### src/pkg/acs_map.svh
// Register offsets, field positions, reset values and timing counts
// for the conversion sequencer. Included by the core and the bench.
`ifndef ACS_MAP_SVH
`define ACS_MAP_SVH

// ============================================================
// Register offsets (word index on the 4-bit register port)
`define ACS_OFS_CTL_A      4'h0
`define ACS_OFS_CTL_B      4'h1
`define ACS_OFS_CTL_C      4'h2
`define ACS_OFS_CTL_D      4'h3
`define ACS_OFS_SAMPCTL    4'h4
`define ACS_OFS_MUXSEL     4'h5
`define ACS_OFS_COMMAND    4'h6
`define ACS_OFS_EVCTL      4'h7
`define ACS_OFS_IRQ_EN     4'h8
`define ACS_OFS_IRQ_STAT   4'h9
`define ACS_OFS_IRQ_CLR    4'ha
`define ACS_OFS_RESULT     4'hb

// ============================================================
// Field positions
`define ACS_CTL_A_EN_BIT   0
`define ACS_CTL_A_CONT_BIT 1
`define ACS_CTL_A_RES8_BIT 2
`define ACS_CTL_C_REF_LSB  4
`define ACS_RDY_BIT        0
`define ACS_START_BIT      0
`define ACS_EVT_EN_BIT     0

// ============================================================
// Reset values and timing in converter-clock cycles
`define ACS_RST_DATA       16'h0000
`define ACS_CONV_CYCLES    9'd13
`define ACS_SH_CYCLES      9'd2
`define ACS_MAX_ACC_LOG    3'd6

`endif

### src/pkg/acs_pkg.sv
// Types shared by the conversion sequencer core, the core model and the bench.
// Assumes acs_map.svh is on the include path.
`default_nettype none

package acs_pkg;
    // ============================================================
    // Sequencer states
    typedef enum logic [0:0] {
        ACS_IDLE = 1'b0,
        ACS_RUN  = 1'b1
    } acs_state_t;

    // ============================================================
    // Software configuration
    typedef struct packed {
        logic       enable;
        logic       cont;
        logic       res8;
        logic [2:0] accum;
        logic [2:0] div;
        logic [1:0] ref_sel;
        logic [3:0] dly;
        logic [7:0] len;
        logic [4:0] muxsel;
        logic       evt_en;
        logic       irq_en;
    } acs_cfg_t;

    // ============================================================
    // Controls toward the analog converter core
    typedef struct packed {
        logic       enable;
        logic       sampling;
        logic       hold;
        logic [4:0] mux;
        logic [1:0] ref_sel;
    } acs_core_t;
endpackage : acs_pkg

`default_nettype wire

### src/core/acs_accum.sv
// Sample accumulator; sum_ff plus din_i is offered on next_o for same-cycle capture.
// Assumes clr_i and add_i are not asserted together.
`default_nettype none

module acs_accum #(
    parameter int DIN_W = 10,
    parameter int SUM_W = 16
) (
    input  wire logic             clk_i,   // Peripheral clock
    input  wire logic             rst_n_i, // Async reset, low
    input  wire logic             clr_i,   // Start a new burst
    input  wire logic             add_i,   // Add one sample
    input  wire logic [DIN_W-1:0] din_i,   // Sample value
    output logic      [SUM_W-1:0] next_o   // Sum including din_i
);
    logic [SUM_W-1:0] sum_ff;
    logic [SUM_W-1:0] nxt_sum;

    always_comb begin
        next_o  = sum_ff + SUM_W'(din_i);
        nxt_sum = sum_ff;
        if (clr_i) begin
            nxt_sum = '0;
        end else if (add_i) begin
            nxt_sum = next_o;
        end
    end

    always_ff @(posedge clk_i or negedge rst_n_i) begin
        if (!rst_n_i) begin
            sum_ff <= '0;
        end else begin
            sum_ff <= nxt_sum;
        end
    end
endmodule : acs_accum

`default_nettype wire

### src/core/acs_prescaler.sv
// Converter-clock prescaler: one-cycle tick per rising converter edge.
// Assumes run is low whenever no conversion is active.
`default_nettype none

module acs_prescaler #(
    parameter int SEL_W = 3,
    parameter int CNT_W = 8
) (
    input  wire logic             clk_i,   // Peripheral clock
    input  wire logic             rst_n_i, // Async reset, low
    input  wire logic             run_i,   // Count enable
    input  wire logic [SEL_W-1:0] sel_i,   // Factor 2 << sel
    output logic                  tick_o   // Registered edge pulse
);
    logic [CNT_W-1:0] cnt_ff;
    logic [CNT_W-1:0] nxt_cnt;
    logic             tick_ff;
    logic             nxt_tick;
    logic [CNT_W-1:0] half_m1;
    logic [CNT_W-1:0] full_m1;

    always_comb begin
        half_m1  = CNT_W'((CNT_W+1)'(1) << sel_i) - CNT_W'(1);
        full_m1  = CNT_W'(((CNT_W+1)'(2) << sel_i) - (CNT_W+1)'(1));
        nxt_tick = run_i && (cnt_ff == half_m1);
        if (!run_i) begin
            nxt_cnt = '0;
        end else if (cnt_ff == full_m1) begin
            nxt_cnt = '0;
        end else begin
            nxt_cnt = cnt_ff + CNT_W'(1);
        end
    end

    always_ff @(posedge clk_i or negedge rst_n_i) begin
        if (!rst_n_i) begin
            cnt_ff  <= '0;
            tick_ff <= 1'b0;
        end else begin
            cnt_ff  <= nxt_cnt;
            tick_ff <= nxt_tick;
        end
    end

    assign tick_o = tick_ff;
endmodule : acs_prescaler

`default_nettype wire

### src/core/acs_seq.sv
// Conversion sequencer: register port, start logic, converter timing,
// accumulation, input locking and result-ready interrupt.
// Assumes a synchronous register master and an analog core whose
// CONV_DATA_I is valid at the final converter cycle.
//
// Decided for this implementation: the plain strobed port and the address map.
`include "acs_map.svh"
`default_nettype none

// Functional notes
// - Start bit begins conversion, reads busy
// - Running conversion finishes on old input
// - Result ready set when burst ends
// - Interrupt needs flag enable and global enable
// - Flag sets even with interrupt disabled
// - Enabled events start conversions like software
// - Event edge sets start bit, single-mode completion clears
// - Continuous mode restarts right after completion
// - Prescaler counts only while enabled
// - Prescaler held idle; fixed start delay
// - Thirteen cycles, hold two cycles in
// - Sampling window two plus delay plus length
// - Result read or clear write drops flag
// - Result right aligned in result register
// - Selections lock at start, free last cycle
// - Continuous period thirteen plus delay plus length
module acs_seq
    import acs_pkg::*;
#(
    parameter int DATA_W = 16,
    parameter int CONV_W = 10
) (
    input  wire logic              REF_CLK_I,   // 10 MHz peripheral clock
    input  wire logic              RESETN_I,    // Async reset, low
    input  wire logic [3:0]        ADDR_I,      // Register index
    input  wire logic [DATA_W-1:0] WDATA_I,     // Write data
    input  wire logic              WR_I,        // Write strobe
    input  wire logic              RD_I,        // Read strobe
    output logic      [DATA_W-1:0] RDATA_O,     // Read data, next cycle
    input  wire logic              EVENT_I,     // Routed start event
    input  wire logic              GIE_I,       // Global interrupt enable
    input  wire logic [CONV_W-1:0] CONV_DATA_I, // Core conversion value
    output acs_core_t              CORE_O,      // Core controls
    output logic                   IRQ_O        // Level interrupt
);
    // ============================================================
    // State
    acs_cfg_t          cfg_ff, nxt_cfg;
    acs_state_t        state_ff, nxt_state;
    logic              start_ff, nxt_start;
    logic              flag_ff, nxt_flag;
    logic              evt_prev_ff;
    logic [8:0]        cyc_ff, nxt_cyc;
    logic [8:0]        total_ff, nxt_total;
    logic [8:0]        samp_end_ff, nxt_samp_end;
    logic [5:0]        smp_ff, nxt_smp;
    logic [6:0]        sel_act_ff, nxt_sel_act;
    logic              hold_ff, nxt_hold;
    logic [DATA_W-1:0] result_ff, nxt_result;
    logic [DATA_W-1:0] rdata_ff, nxt_rdata;

    logic              tick;
    logic              start_req;
    logic              evt_edge;
    logic              complete;
    logic              burst_end;
    logic [2:0]        acc_log;
    logic [5:0]        smp_last;
    logic [CONV_W-1:0] sample;
    logic [DATA_W-1:0] acc_next;
    logic              acc_clr;
    logic              clkdiv_run;

    // ============================================================
    // Submodules
    assign clkdiv_run = cfg_ff.enable && start_ff;

    acs_prescaler #(.SEL_W(3), .CNT_W(8)) u_clkdiv (
        .clk_i   (REF_CLK_I),
        .rst_n_i (RESETN_I),
        .run_i   (clkdiv_run),
        .sel_i   (cfg_ff.div),
        .tick_o  (tick)
    );

    acs_accum #(.DIN_W(CONV_W), .SUM_W(DATA_W)) u_acc (
        .clk_i   (REF_CLK_I),
        .rst_n_i (RESETN_I),
        .clr_i   (acc_clr),
        .add_i   (complete && !burst_end),
        .din_i   (sample),
        .next_o  (acc_next)
    );

    // ============================================================
    // Events of this cycle
    always_comb begin
        acc_log   = (cfg_ff.accum > `ACS_MAX_ACC_LOG) ? `ACS_MAX_ACC_LOG
                                                      : cfg_ff.accum;
        smp_last  = 6'(7'((7'd1 << acc_log) - 7'd1));
        // Reduced resolution keeps the upper bits, right aligned
        sample    = cfg_ff.res8 ? {2'h0, CONV_DATA_I[CONV_W-1:2]}
                                : CONV_DATA_I;
        start_req = WR_I && (ADDR_I == `ACS_OFS_COMMAND)
                    && WDATA_I[`ACS_START_BIT] && cfg_ff.enable;
        evt_edge  = EVENT_I && !evt_prev_ff && cfg_ff.evt_en
                    && cfg_ff.enable;
        complete  = (state_ff == ACS_RUN) && tick && cfg_ff.enable
                    && (cyc_ff == total_ff - 9'd1);
        burst_end = complete && (smp_ff == smp_last);
        acc_clr   = (state_ff == ACS_IDLE) || burst_end;
    end

    // ============================================================
    // Register writes and start bit
    always_comb begin
        nxt_cfg = cfg_ff;
        if (WR_I) begin
            unique case (ADDR_I)
                `ACS_OFS_CTL_A: begin
                    nxt_cfg.enable = WDATA_I[`ACS_CTL_A_EN_BIT];
                    nxt_cfg.cont   = WDATA_I[`ACS_CTL_A_CONT_BIT];
                    nxt_cfg.res8   = WDATA_I[`ACS_CTL_A_RES8_BIT];
                end
                `ACS_OFS_CTL_B:   nxt_cfg.accum  = WDATA_I[2:0];
                `ACS_OFS_CTL_C: begin
                    nxt_cfg.div     = WDATA_I[2:0];
                    nxt_cfg.ref_sel = WDATA_I[`ACS_CTL_C_REF_LSB+:2];
                end
                `ACS_OFS_CTL_D:   nxt_cfg.dly    = WDATA_I[3:0];
                `ACS_OFS_SAMPCTL: nxt_cfg.len    = WDATA_I[7:0];
                `ACS_OFS_MUXSEL:  nxt_cfg.muxsel = WDATA_I[4:0];
                `ACS_OFS_EVCTL:   nxt_cfg.evt_en = WDATA_I[`ACS_EVT_EN_BIT];
                `ACS_OFS_IRQ_EN:  nxt_cfg.irq_en = WDATA_I[`ACS_RDY_BIT];
                default: ;
            endcase
        end
        nxt_start = start_ff;
        if (burst_end && !cfg_ff.cont) begin
            nxt_start = 1'b0;
        end
        // A new start in the completing cycle wins over the clear
        if (start_req || evt_edge) begin
            nxt_start = 1'b1;
        end
        if (!cfg_ff.enable) begin
            nxt_start = 1'b0;
        end
        nxt_flag = flag_ff;
        if ((WR_I && (ADDR_I == `ACS_OFS_IRQ_CLR)
             && WDATA_I[`ACS_RDY_BIT])
            || (RD_I && (ADDR_I == `ACS_OFS_RESULT))) begin
            nxt_flag = 1'b0;
        end
        if (burst_end) begin
            nxt_flag = 1'b1;
        end
    end

    // ============================================================
    // Conversion sequencing
    always_comb begin
        nxt_state    = state_ff;
        nxt_cyc      = cyc_ff;
        nxt_total    = total_ff;
        nxt_samp_end = samp_end_ff;
        nxt_smp      = smp_ff;
        nxt_result   = result_ff;
        nxt_hold     = 1'b0;
        unique case (state_ff)
            ACS_IDLE: begin
                nxt_cyc      = '0;
                nxt_smp      = '0;
                nxt_total    = `ACS_CONV_CYCLES + 9'(cfg_ff.dly)
                               + 9'(cfg_ff.len);
                nxt_samp_end = `ACS_SH_CYCLES + 9'(cfg_ff.dly)
                               + 9'(cfg_ff.len);
                if (start_ff) begin
                    nxt_state = ACS_RUN;
                end
            end
            ACS_RUN: begin
                if (!cfg_ff.enable) begin
                    nxt_state = ACS_IDLE;
                end else if (complete) begin
                    nxt_cyc      = '0;
                    nxt_total    = `ACS_CONV_CYCLES + 9'(cfg_ff.dly)
                                   + 9'(cfg_ff.len);
                    nxt_samp_end = `ACS_SH_CYCLES + 9'(cfg_ff.dly)
                                   + 9'(cfg_ff.len);
                    nxt_smp      = burst_end ? 6'h00 : smp_ff + 6'h01;
                    if (burst_end) begin
                        nxt_result = acc_next;
                        if (!cfg_ff.cont && !(start_req || evt_edge)) begin
                            nxt_state = ACS_IDLE;
                        end
                    end
                end else if (tick) begin
                    nxt_cyc  = cyc_ff + 9'd1;
                    nxt_hold = (cyc_ff == samp_end_ff - 9'd1);
                end
            end
        endcase
        // Selections follow software while enabled, except during a conversion
        nxt_sel_act = sel_act_ff;
        if (cfg_ff.enable && ((state_ff == ACS_IDLE)
                              || (cyc_ff == total_ff - 9'd1))) begin
            nxt_sel_act = {cfg_ff.muxsel, cfg_ff.ref_sel};
        end
    end

    // ============================================================
    // Read port: data stand only in the cycle after the strobe
    always_comb begin
        nxt_rdata = `ACS_RST_DATA;
        if (RD_I) begin
            unique case (ADDR_I)
                `ACS_OFS_CTL_A:    nxt_rdata = DATA_W'({cfg_ff.res8,
                                       cfg_ff.cont, cfg_ff.enable});
                `ACS_OFS_CTL_B:    nxt_rdata = DATA_W'(cfg_ff.accum);
                `ACS_OFS_CTL_C:    nxt_rdata = DATA_W'({cfg_ff.ref_sel,
                                       1'b0, cfg_ff.div});
                `ACS_OFS_CTL_D:    nxt_rdata = DATA_W'(cfg_ff.dly);
                `ACS_OFS_SAMPCTL:  nxt_rdata = DATA_W'(cfg_ff.len);
                `ACS_OFS_MUXSEL:   nxt_rdata = DATA_W'(cfg_ff.muxsel);
                `ACS_OFS_COMMAND:  nxt_rdata = DATA_W'(start_ff);
                `ACS_OFS_EVCTL:    nxt_rdata = DATA_W'(cfg_ff.evt_en);
                `ACS_OFS_IRQ_EN:   nxt_rdata = DATA_W'(cfg_ff.irq_en);
                `ACS_OFS_IRQ_STAT: nxt_rdata = DATA_W'(flag_ff);
                `ACS_OFS_RESULT:   nxt_rdata = result_ff;
                default:           nxt_rdata = `ACS_RST_DATA;
            endcase
        end
    end

    always_ff @(posedge REF_CLK_I or negedge RESETN_I) begin
        if (!RESETN_I) begin
            cfg_ff      <= '0;
            state_ff    <= ACS_IDLE;
            start_ff    <= 1'b0;
            flag_ff     <= 1'b0;
            evt_prev_ff <= 1'b0;
            cyc_ff      <= '0;
            total_ff    <= `ACS_CONV_CYCLES;
            samp_end_ff <= `ACS_SH_CYCLES;
            smp_ff      <= '0;
            sel_act_ff  <= '0;
            hold_ff     <= 1'b0;
            result_ff   <= `ACS_RST_DATA;
            rdata_ff    <= `ACS_RST_DATA;
        end else begin
            cfg_ff      <= nxt_cfg;
            state_ff    <= nxt_state;
            start_ff    <= nxt_start;
            flag_ff     <= nxt_flag;
            evt_prev_ff <= EVENT_I;
            cyc_ff      <= nxt_cyc;
            total_ff    <= nxt_total;
            samp_end_ff <= nxt_samp_end;
            smp_ff      <= nxt_smp;
            sel_act_ff  <= nxt_sel_act;
            hold_ff     <= nxt_hold;
            result_ff   <= nxt_result;
            rdata_ff    <= nxt_rdata;
        end
    end

    // ============================================================
    // Outputs
    assign RDATA_O         = rdata_ff;
    assign IRQ_O           = flag_ff && cfg_ff.irq_en && GIE_I;
    // One driver for the struct; sel_act_ff packs mux then ref_sel
    assign CORE_O          = {cfg_ff.enable,
                              ((state_ff == ACS_RUN)
                               && (cyc_ff < samp_end_ff)),
                              hold_ff,
                              sel_act_ff};

    // ============================================================
    // Checks
    logic [8:0] since_start_ff;
    always_ff @(posedge REF_CLK_I or negedge RESETN_I) begin
        if (!RESETN_I) begin
            since_start_ff <= '0;
        end else if (!start_ff) begin
            since_start_ff <= '0;
        end else if (since_start_ff <= (9'd1 << cfg_ff.div)) begin
            // Stops one past the first tick so later ticks are ignored
            since_start_ff <= since_start_ff + 9'd1;
        end
    end
endmodule : acs_seq

`default_nettype wire

### config.mk
export PLATFORM = sky130hd
export DESIGN_NAME = acs_seq
export DESIGN_NICKNAME = d
export VERILOG_FILES = /design/src/pkg/acs_pkg.sv /design/src/core/acs_accum.sv /design/src/core/acs_prescaler.sv /design/src/core/acs_seq.sv
export VERILOG_INCLUDE_DIRS = /design/src /design/src/pkg
export SDC_FILE = /design/constraint.sdc
export NUM_CORES = 1
export LEC_CHECK = 0
export ABC_AREA = 1
export ABC_CLOCK_PERIOD_IN_PS = 2600
export BUFFER_PORTS_ARGS = -buffer_cell sky130_fd_sc_hd__buf_2
export CORE_AREA = 2 2 123 155
export CTS_CLUSTER_DIAMETER = 80
export DETAILED_ROUTE_END_ITERATION = 12
export DIE_AREA = 0 0 125 157
export PLACE_DENSITY = 0.7
export SYNTH_ARGS = -nofsm -noshare
export SYNTH_HDL_FRONTEND = slang
export SYNTH_SLANG_ARGS = --single-unit
export TNS_END_PERCENT = 50
### constraint.sdc
create_clock -name REF_CLK_I -period 2.6 [get_ports REF_CLK_I]
set_input_delay 0.52 -clock REF_CLK_I [delete_from_list [all_inputs] [get_ports REF_CLK_I]]
set_output_delay 0.52 -clock REF_CLK_I [all_outputs]
set_load 0.03 [all_outputs]
==> run summary, run 1 <==
Synth-to-layout area growth - 16.80%
Post-synthesis xor/xnor area fraction - 7.754%
Cell variety after synth - 41
DR DRC count - 0
Net Count, Synth - 1077
Sw Ratio - 34.64%
Post-synth design cell area - 7859 µm²
Share of post-route cells with drive strength above 1 - 13.14%
Top-area cell type share of the netlist area - 40.76%
Initial antenna violation count - 0
CP Launch Type - flip-flop
Routed len/inst - 14.67 µm
Max-slew headroom - 50.95%
Crit path max fanout - 5
Crit. End Element - output pin
Total power - 0.007327 W
Fmax - 0.3969 GHz
Slew Viols, Final - 0
P_leak - 4.768 nW
Root buffer cell - clkbuf_16
Setup TNS - 0 ns
Fin crit share - 96.90%
CTS Hold Buffers Added - 0
Clk_skew - 0.007170 ns
Outcome - finished clean
First-pass DRT Iterations - 5
Largest family of logic cells by synthesized area - simple AND/OR/NAND/NOR gates
Period minus WS final - 2.519 ns
Max Buffers Root-to-Sink - 2
Cell taking the most area after synthesis - dfrtp_1
Worst-Margin Slew - 0.7349 ns
Met2 wire len - 9.730 mm
Hold Path Class - input port to asynchronous set/reset pin
Area share of and/or/nand/nor cells after synthesis - 25.12%
Path depth of the worst reg2reg path - 13
CTS tree - done
Post-synthesis mux area share - 0.4299%
Crit path DAT - 2.00 ns
RSZ-0062 raised after global routing - true
Core Region - 18030 µm²
Met3 wire length - 826 µm
Switching pwr - 0.002538 W
Worst skew pair latency - 0.42 ns
Max-Cap Viols - 0
Post-place setup slack - 0.1401 ns
Part of the Yosys area used for sequential elements - 42.10%
Total GRT Usage - 20.49%
Adder and majority cell fraction of the synthesized area - 7.292%
Async SR Flop Fraction - 100.0%
Post-Syn Instances - 997
CTS sink count - 132
Worst EP required - 2.08 ns
Initial Utilization - 43.59%
Worst VDD drop - 447.2 µV
Remaining antenna violation count after routing - 0
Largest net degree at the start of global routing - 59
Int Pwr - 0.004789 W
Gate power share - 29.7%
Uppermost routed layer - met4
Initial DRC count - 441
Number of enable flip-flop cells after synthesis - 0
Final setup fails - 0
Hold Vio Cnt, Final - 0
Via count - 6761
Clock slew at reported path FFs - 0.06 ns
Number of global-route vias before repair - 6776
First-pass GRT wire length - 32.15 mm
Nets - 1149
PD cells - 798.2 nW/µm²
Sequential share of power - 35.7%
GPL Wtd Cong - 0.9318
YS warnings - 0
H-tree Lvls - 4
Row count - 55
Post-synth top flop - dfrtp_1
Inserted Diodes - 0
Met1 wire length - 8.057 mm
Reg2reg setup slack - 0.24 ns
FF-to-FF Start - cfg_ff[27]$_DFFE_PN0P_
Worst flop-to-flop path endpoint - u_acc.sum_ff[13]$_DFFE_PN0P_
Finished Layout Cells - 1309
Vias per cell - 5.165
Compound-cell area share of the yosys netlist - 9.441%
Total CTS buffers - 17
Final worst setup slack - 0.08062 ns
Die Y - 157 µm
Die Wd - 125 µm
Clock power frac - 34.6%
Die Area - 19630 µm²
# port buffers - 54
Post-DP HPWL - 14.17 mm
Placed cells - 1270
Critical path class - flip-flop to output pin
Min Hold Slack - 0.06503 ns
IO Pins - 63
Total gr overflow - 0
Synth Area per Inst - 7.882 µm²
Seq cells post-synth - 132
DRT Wirelength - 19.21 mm
Top post-synthesis cells by area - dfrtp_1, nand2_1, ha_1
[final cells by class]
class	count	area, µm²
Tap cell	228	285.3
Inverter	126	473.0
Clock buffer	19	442.9
Clock inverter	12	180.2
Sequential cell	132	3312
Fill cell	1728	8851
Multi-Input combinational cell	715	3996
Timing Repair Buffer	77	489.2
[cell usage after synthesis (5+ instances only)]
cell type	number
clkbuf_1	8
o21ai_0	72
nand4_1	23
dfrtp_1	128
nand2_1	259
nor3_1	7
nor2_1	84
o22ai_1	5
ha_1	41
xor2_1	50
a21oi_1	34
nand3_1	66
a221oi_1	5
buf_4	5
o21ai_1	9
inv_1	126
xnor2_1	17
buf_2	11
[through the flow]
stage                     util, %  area [µm²]
final                       50.91        9179
after global routing        50.91        9179
after CTS                   50.32        9072
after detailed placement    46.81        8441
after global placement      46.81        8441
after floorplan                 -        7859
[state kept, by name, summed over array words and instances (netlist names), 6 cells and up]
register,cells
samp_end_ff,9
result_ff,16
sel_act_ff,7
cyc_ff,9
total_ff,9
u_clkdiv.cnt_ff,8
smp_ff,6
u_acc.sum_ff,16
RDATA_O,16
cfg_ff,29
[power by group through the flow]
stage,Clock [W],Sequential (W),Combinational [W]
2_1_floorplan,0,0.00269,0.00149
3_3_place_gp,0,0.00264,0.00209
3_5_place_dp,0,0.00264,0.00212
4_1_cts,0.00256,0.00261,0.00216
5_1_grt,0.00266,0.00266,0.00250
6_report,0.00253,0.00262,0.00218
[worst max-delay path: stages (launching register included)]
cell	delay (ns)
dfrtp_1	0.46
ha_1	0.37
nand4_1	0.14
a21oi_1	0.07
nor4_2	0.32
buf_4	0.22
[layout by cell type (no fill, tap or decap), types with 17 or more instances in the layout]
| cell | count |
|---|---|
| nand2_1 | 256 |
| clkbuf_16 | 17 |
| buf_4 | 21 |
| xnor2_1 | 17 |
| nor2_1 | 84 |
| inv_1 | 123 |
| ha_1 | 39 |
| xor2_1 | 50 |
| nand3_1 | 66 |
| buf_2 | 52 |
| o21ai_0 | 72 |
| dfrtp_1 | 125 |
| nand4_1 | 23 |
| a21oi_1 | 33 |
[per-layer routing]
| layer | track usage [%] | up-vias |
|---|---|---|
| li1 | - | 3370 |
| met1 | 24.01 | 3165 |
| met2 | 36.57 | 175 |
| met3 | 3.909 | 51 |
| met4 | 9.153 | 0 |
| met5 | 0 | - |
[logic make-up after synthesis]
group / Yosys count
multiplexers: 3
XOR/XNOR: 68
buffers and inverters: 152
AO/OA/AOI/OAI: 136
adder cells (fa/ha/maj): 44
AND/OR/NAND/NOR: 462
flip-flops: 132
[worst max-delay path by stage]
stage	endpoint	from
floorplan	CORE_O[8]	samp_end_ff[1]$_DFFE_PN1P_
global route	samp_end_ff[7]$_DFFE_PN0P_	total_ff[0]$_DFFE_PN1P_
detailed placement	result_ff[9]$_DFFE_PN0P_	total_ff[0]$_DFFE_PN1P_
global placement	result_ff[9]$_DFFE_PN0P_	total_ff[0]$_DFFE_PN1P_
CTS	CORE_O[8]	cyc_ff[2]$_DFFE_PN0P_
finish	CORE_O[8]	cyc_ff[8]$_DFFE_PN0P_
[what timing repair did]
action	CTS	global route
setup endpoints to repair	1	37
gates cloned	0	2
resized for setup	2	13
buffers inserted	0	6
endpoints found under the hold margin	0	0
pin swaps	1	2
Power figures use the tool's default switching activity.
==> run 2: changes to the inputs <==
--- a/config.mk
+++ b/config.mk
@@ -6,13 +6,13 @@
 export SDC_FILE = /design/constraint.sdc
 export NUM_CORES = 1
 export LEC_CHECK = 0
-export ABC_AREA = 1
 export ABC_CLOCK_PERIOD_IN_PS = 2600
 export BUFFER_PORTS_ARGS = -buffer_cell sky130_fd_sc_hd__buf_2
-export CORE_AREA = 2 2 123 155
+export CAP_MARGIN = 10
+export CORE_AREA = 2 2 125 157
 export CTS_CLUSTER_DIAMETER = 80
 export DETAILED_ROUTE_END_ITERATION = 12
-export DIE_AREA = 0 0 125 157
+export DIE_AREA = 0 0 127 159
 export PLACE_DENSITY = 0.7
 export SYNTH_ARGS = -nofsm -noshare
 export SYNTH_HDL_FRONTEND = slang
==> run 2 against run 1 <==
Effect of this change:
- the run now ends with negative setup slack left
- final cell count is 7.3% lower
- global-route usage is 0.99 points higher
- worst setup slack worse by 0.41 ns
- sequential share of layout area is 5.0 points lower
- first-iteration DRC count is 13% lower
- synthesized cell count is 17% lower
- critical path depth is 5 higher
- clock skew is 0.0080 ns higher
- final area is 16% higher
- fmax is 14% lower
- register-to-register slack worse by 0.38 ns
- power is 16% higher
- critical path type unchanged
- critical endpoint unchanged
- largest cell class unchanged
==> run summary, run 2 <==
Outcome - complete, but fails checks
Failing checks - negative setup slack
IO Pins - 63 (unchanged)
Period minus WS final - 2.932 ns (+0.4124 ns)
Commonest non-fill, non-tap cell in the layout - dfrtp_1
Seq cells post-synth - 132 (unchanged)
Crit. End Element - output pin
Row count - 56 (+1.8%)
PD cells - 794.4 nW/µm² (-0.48%)
Core Region - 18640 µm² (+3.4%)
GPL Wtd Cong - 0.8882 (-4.7%)
Post-DP HPWL - 14.62 mm (+3.2%)
Crit path max fanout - 2 (-3)
Via count - 6949 (+2.8%)
Vias per cell - 5.729 (+11%)
YS warnings - 0 (unchanged)
Max-Cap Viols - 0 (unchanged)
Synth-to-layout area growth - 31.21%
CTS sink count - 132 (unchanged)
Post-synth design cell area - 8123 µm² (+3.4%)
Number of global-route vias before repair - 6923 (+2.2%)
Clock power frac - 27.4% (-7.2 points)
Fillers - 1557 (-9.9%)
Die Y - 159 µm (+1.3%)
Most frequent CP cell - o21ai_2
Clock slew at reported path FFs - 0.06 ns (about the same)
Switching pwr - 0.003167 W (+25%)
RSZ-0062 raised after global routing - true
Hold Path Class - input port to flip-flop
First-pass DRT Iterations - 5 (unchanged)
Post-Syn Instances - 831 (-17%)
Initial DRC count - 384 (-13%)
Remaining antenna violation count after routing - 0 (unchanged)
Most frequent cell after synthesis - dfrtp_1
Initial Utilization - 43.58% (about the same)
Max Buffers Root-to-Sink - 2 (unchanged)
Die Area - 20190 µm² (+2.9%)
Critical path class - flip-flop to output pin
CP Launch Type - flip-flop
Final setup fails - 40 (+40)
Post-synth top flop - dfrtp_1
Worst skew pair latency - 0.44 ns (+0.02 ns)
First-pass GRT wire length - 34.69 mm (+7.9%)
Cell taking the most area after synthesis - dfrtp_1
Net Count, Synth - 911 (-15%)
Root buffer cell - clkbuf_16
Post-place setup slack - -0.2770 ns (-0.4171 ns)
Number of enable flip-flop cells after synthesis - 0 (unchanged)
Critical path's largest stage delay - 0.53 ns (+0.07 ns)
P_leak - 4.808 nW (+0.85%)
Nets - 1048 (-8.8%)
Part of the Yosys area used for sequential elements - 40.73% (-1.4 points)
Share of post-route cells with drive strength above 1 - 35.47% (+22 points)
Routed len/inst - 17.89 µm (+22%)
Total CTS buffers - 17 (unchanged)
Sw Ratio - 37.41% (+2.8 points)
Die Wd - 127 µm (+1.6%)
Worst-Margin Slew - 0.5676 ns (-0.1673 ns)
Placed cells - 1147 (-9.7%)
Max-slew headroom - 62.06% (+11 points)
Crit path DAT - 2.41 ns (+0.41 ns)
Final worst setup slack - -0.3317 ns (-0.4124 ns)
Clk_skew - 0.01519 ns (+0.008023 ns)
Finished Layout Cells - 1213 (-7.3%)
Slew Viols, Final - 0 (unchanged)
Gate power share - 39.9% (+10 points)
Inserted Diodes - 0 (unchanged)
CP Cell Sequence - inv_2 > ha_4 > nor2b_4 > o21ai_2 > nand2b_1 > a21oi_2 > o21ai_2 > a211o_1 > a211oi_4 > buf_6
Synth Area per Inst - 9.775 µm² (+24%)
Largest net degree at the start of global routing - 55 (-6.8%)
DR DRC count - 0 (unchanged)
Initial antenna violation count - 0 (unchanged)
Most frequent cells in the layout - dfrtp_1, buf_4, nor2_1
Async SR Flop Fraction - 100.0% (unchanged)
Cell variety after synth - 76 (+85%)
Sequential share of power - 32.7% (-3.0 points)
CTS tree - done
Int Pwr - 0.005300 W (+11%)
Worst EP required - 2.08 ns (about the same)
Fin crit share - 112.8% (+16 points)
DRT Wirelength - 21.70 mm (+13%)
Hold Vio Cnt, Final - 0 (unchanged)
Top post-synthesis cells by area - dfrtp_1, mux2_2, ha_1
Fmax - 0.3411 GHz (-14%)
Total GRT Usage - 21.49% (+0.99 points)
Crit-path slowest cell - dfstp_2
# port buffers - 54 (unchanged)
Max reg flops - 29 (unchanged)
Total gr overflow - 0 (unchanged)
Worst VDD drop - 699.7 µV (+56%)
Top-area cell type share of the netlist area - 39.43% (-1.3 points)
Biggest register - cfg_ff
Min Hold Slack - 0.2085 ns (+0.1435 ns)
H-tree Lvls - 4 (unchanged)
Commonest cells in the netlist - dfrtp_1, nor2_1, nand2_1
## run 2: area by class of cell
cell class	instances	area, µm²	share of cell area, %
clock buffer	17	425.4	3.992
clock inverter	15	138.9	1.303
inverter	44	165.2	1.550
multi-input combinational	613	5096	47.82
sequential	132	3308	31.04
tap	232	290.3	2.724
timing repair buffer	160	1234	11.58
## run 2: per-stage QoR
step	total power (W)	setup TNS (ns)	utilization (%)	cell area [µm²]
after CTS	0.008131	-1.117	54.95	10240
final	0.008467	-2.593	57.18	10660
after detailed placement	0.005484	-4.393	49.24	9178
after global placement	0.005413	-3.255	49.24	9178
after floorplan	0.004623	-0.05156	-	8234
after global routing	0.008931	-6.319	57.18	10660
## run 2: cell families after synthesis
| group | share of synthesized area, % |
|---|---|
| xor+xnor | 6.038 |
| simple gates | 16.85 |
| compound gates | 13.32 |
| fa+ha+maj | 7.055 |
| buf+inv | 4.498 |
| flops | 40.73 |
| mux | 11.51 |
## run 2: final timing paths
kind | to | slack (ns) | startpoint | depth (start not counted)
min in group asynchronous | u_clkdiv.cnt_ff[5]$_DFF_PN0_ | 0.51 | RESETN_I | 2
hold reg to reg | sel_act_ff[3]$_DFFE_PN0P_ | 0.51 | sel_act_ff[3]$_DFFE_PN0P_ | 1
hold / removal | evt_prev_ff$_DFF_PN0_ | 0.21 | EVENT_I | 1
setup reg to reg | result_ff[13]$_DFFE_PN0P_ | -0.14 | cfg_ff[27]$_DFFE_PN0P_ | 11
max in group asynchronous | total_ff[0]$_DFFE_PN1P_ | 1.41 | RESETN_I | 3
setup / recovery | CORE_O[8] | -0.33 | samp_end_ff[1]$_DFFE_PN1P_ | 10
## run 2: critical path: cells and delay by family, from the launching register on
kind	cells	cell delay [ns]
and+or+nand+nor	2	0.19
adders and majority gates	1	0.21
AOI/OAI and AO/OA	5	0.84
DFF	1	0.53
buffers and inverters	2	0.21
## run 2: timing repair
item,4_1_cts,5_1_grt
setup buffers,20,18
hold buffers,1,0
hold endpoints to repair,19,0
endpoints found under the setup margin,46,68
gates resized for setup,74,62
pin swaps,39,45
gates cloned,0,1
## run 2: power by group through the flow
stage / combinational [W] / clock (W) / sequential, W
floorplan: 0.00188 / 0 / 0.00275
global placement: 0.00266 / 0 / 0.00275
detailed placement: 0.00272 / 0 / 0.00276
CTS: 0.00305 / 0.00235 / 0.00273
global route: 0.00368 / 0.00245 / 0.00281
finish: 0.00338 / 0.00232 / 0.00277
## run 2: metal layers
layer  global-route usage (%)  routed length [µm]  up-vias
met5                        0                   0        -
met4                    11.99                 914        0
met3                    3.394                 808       58
met2                    35.83               10880      213
met1                    26.46                9097     3427
li1                         -                   -     3251
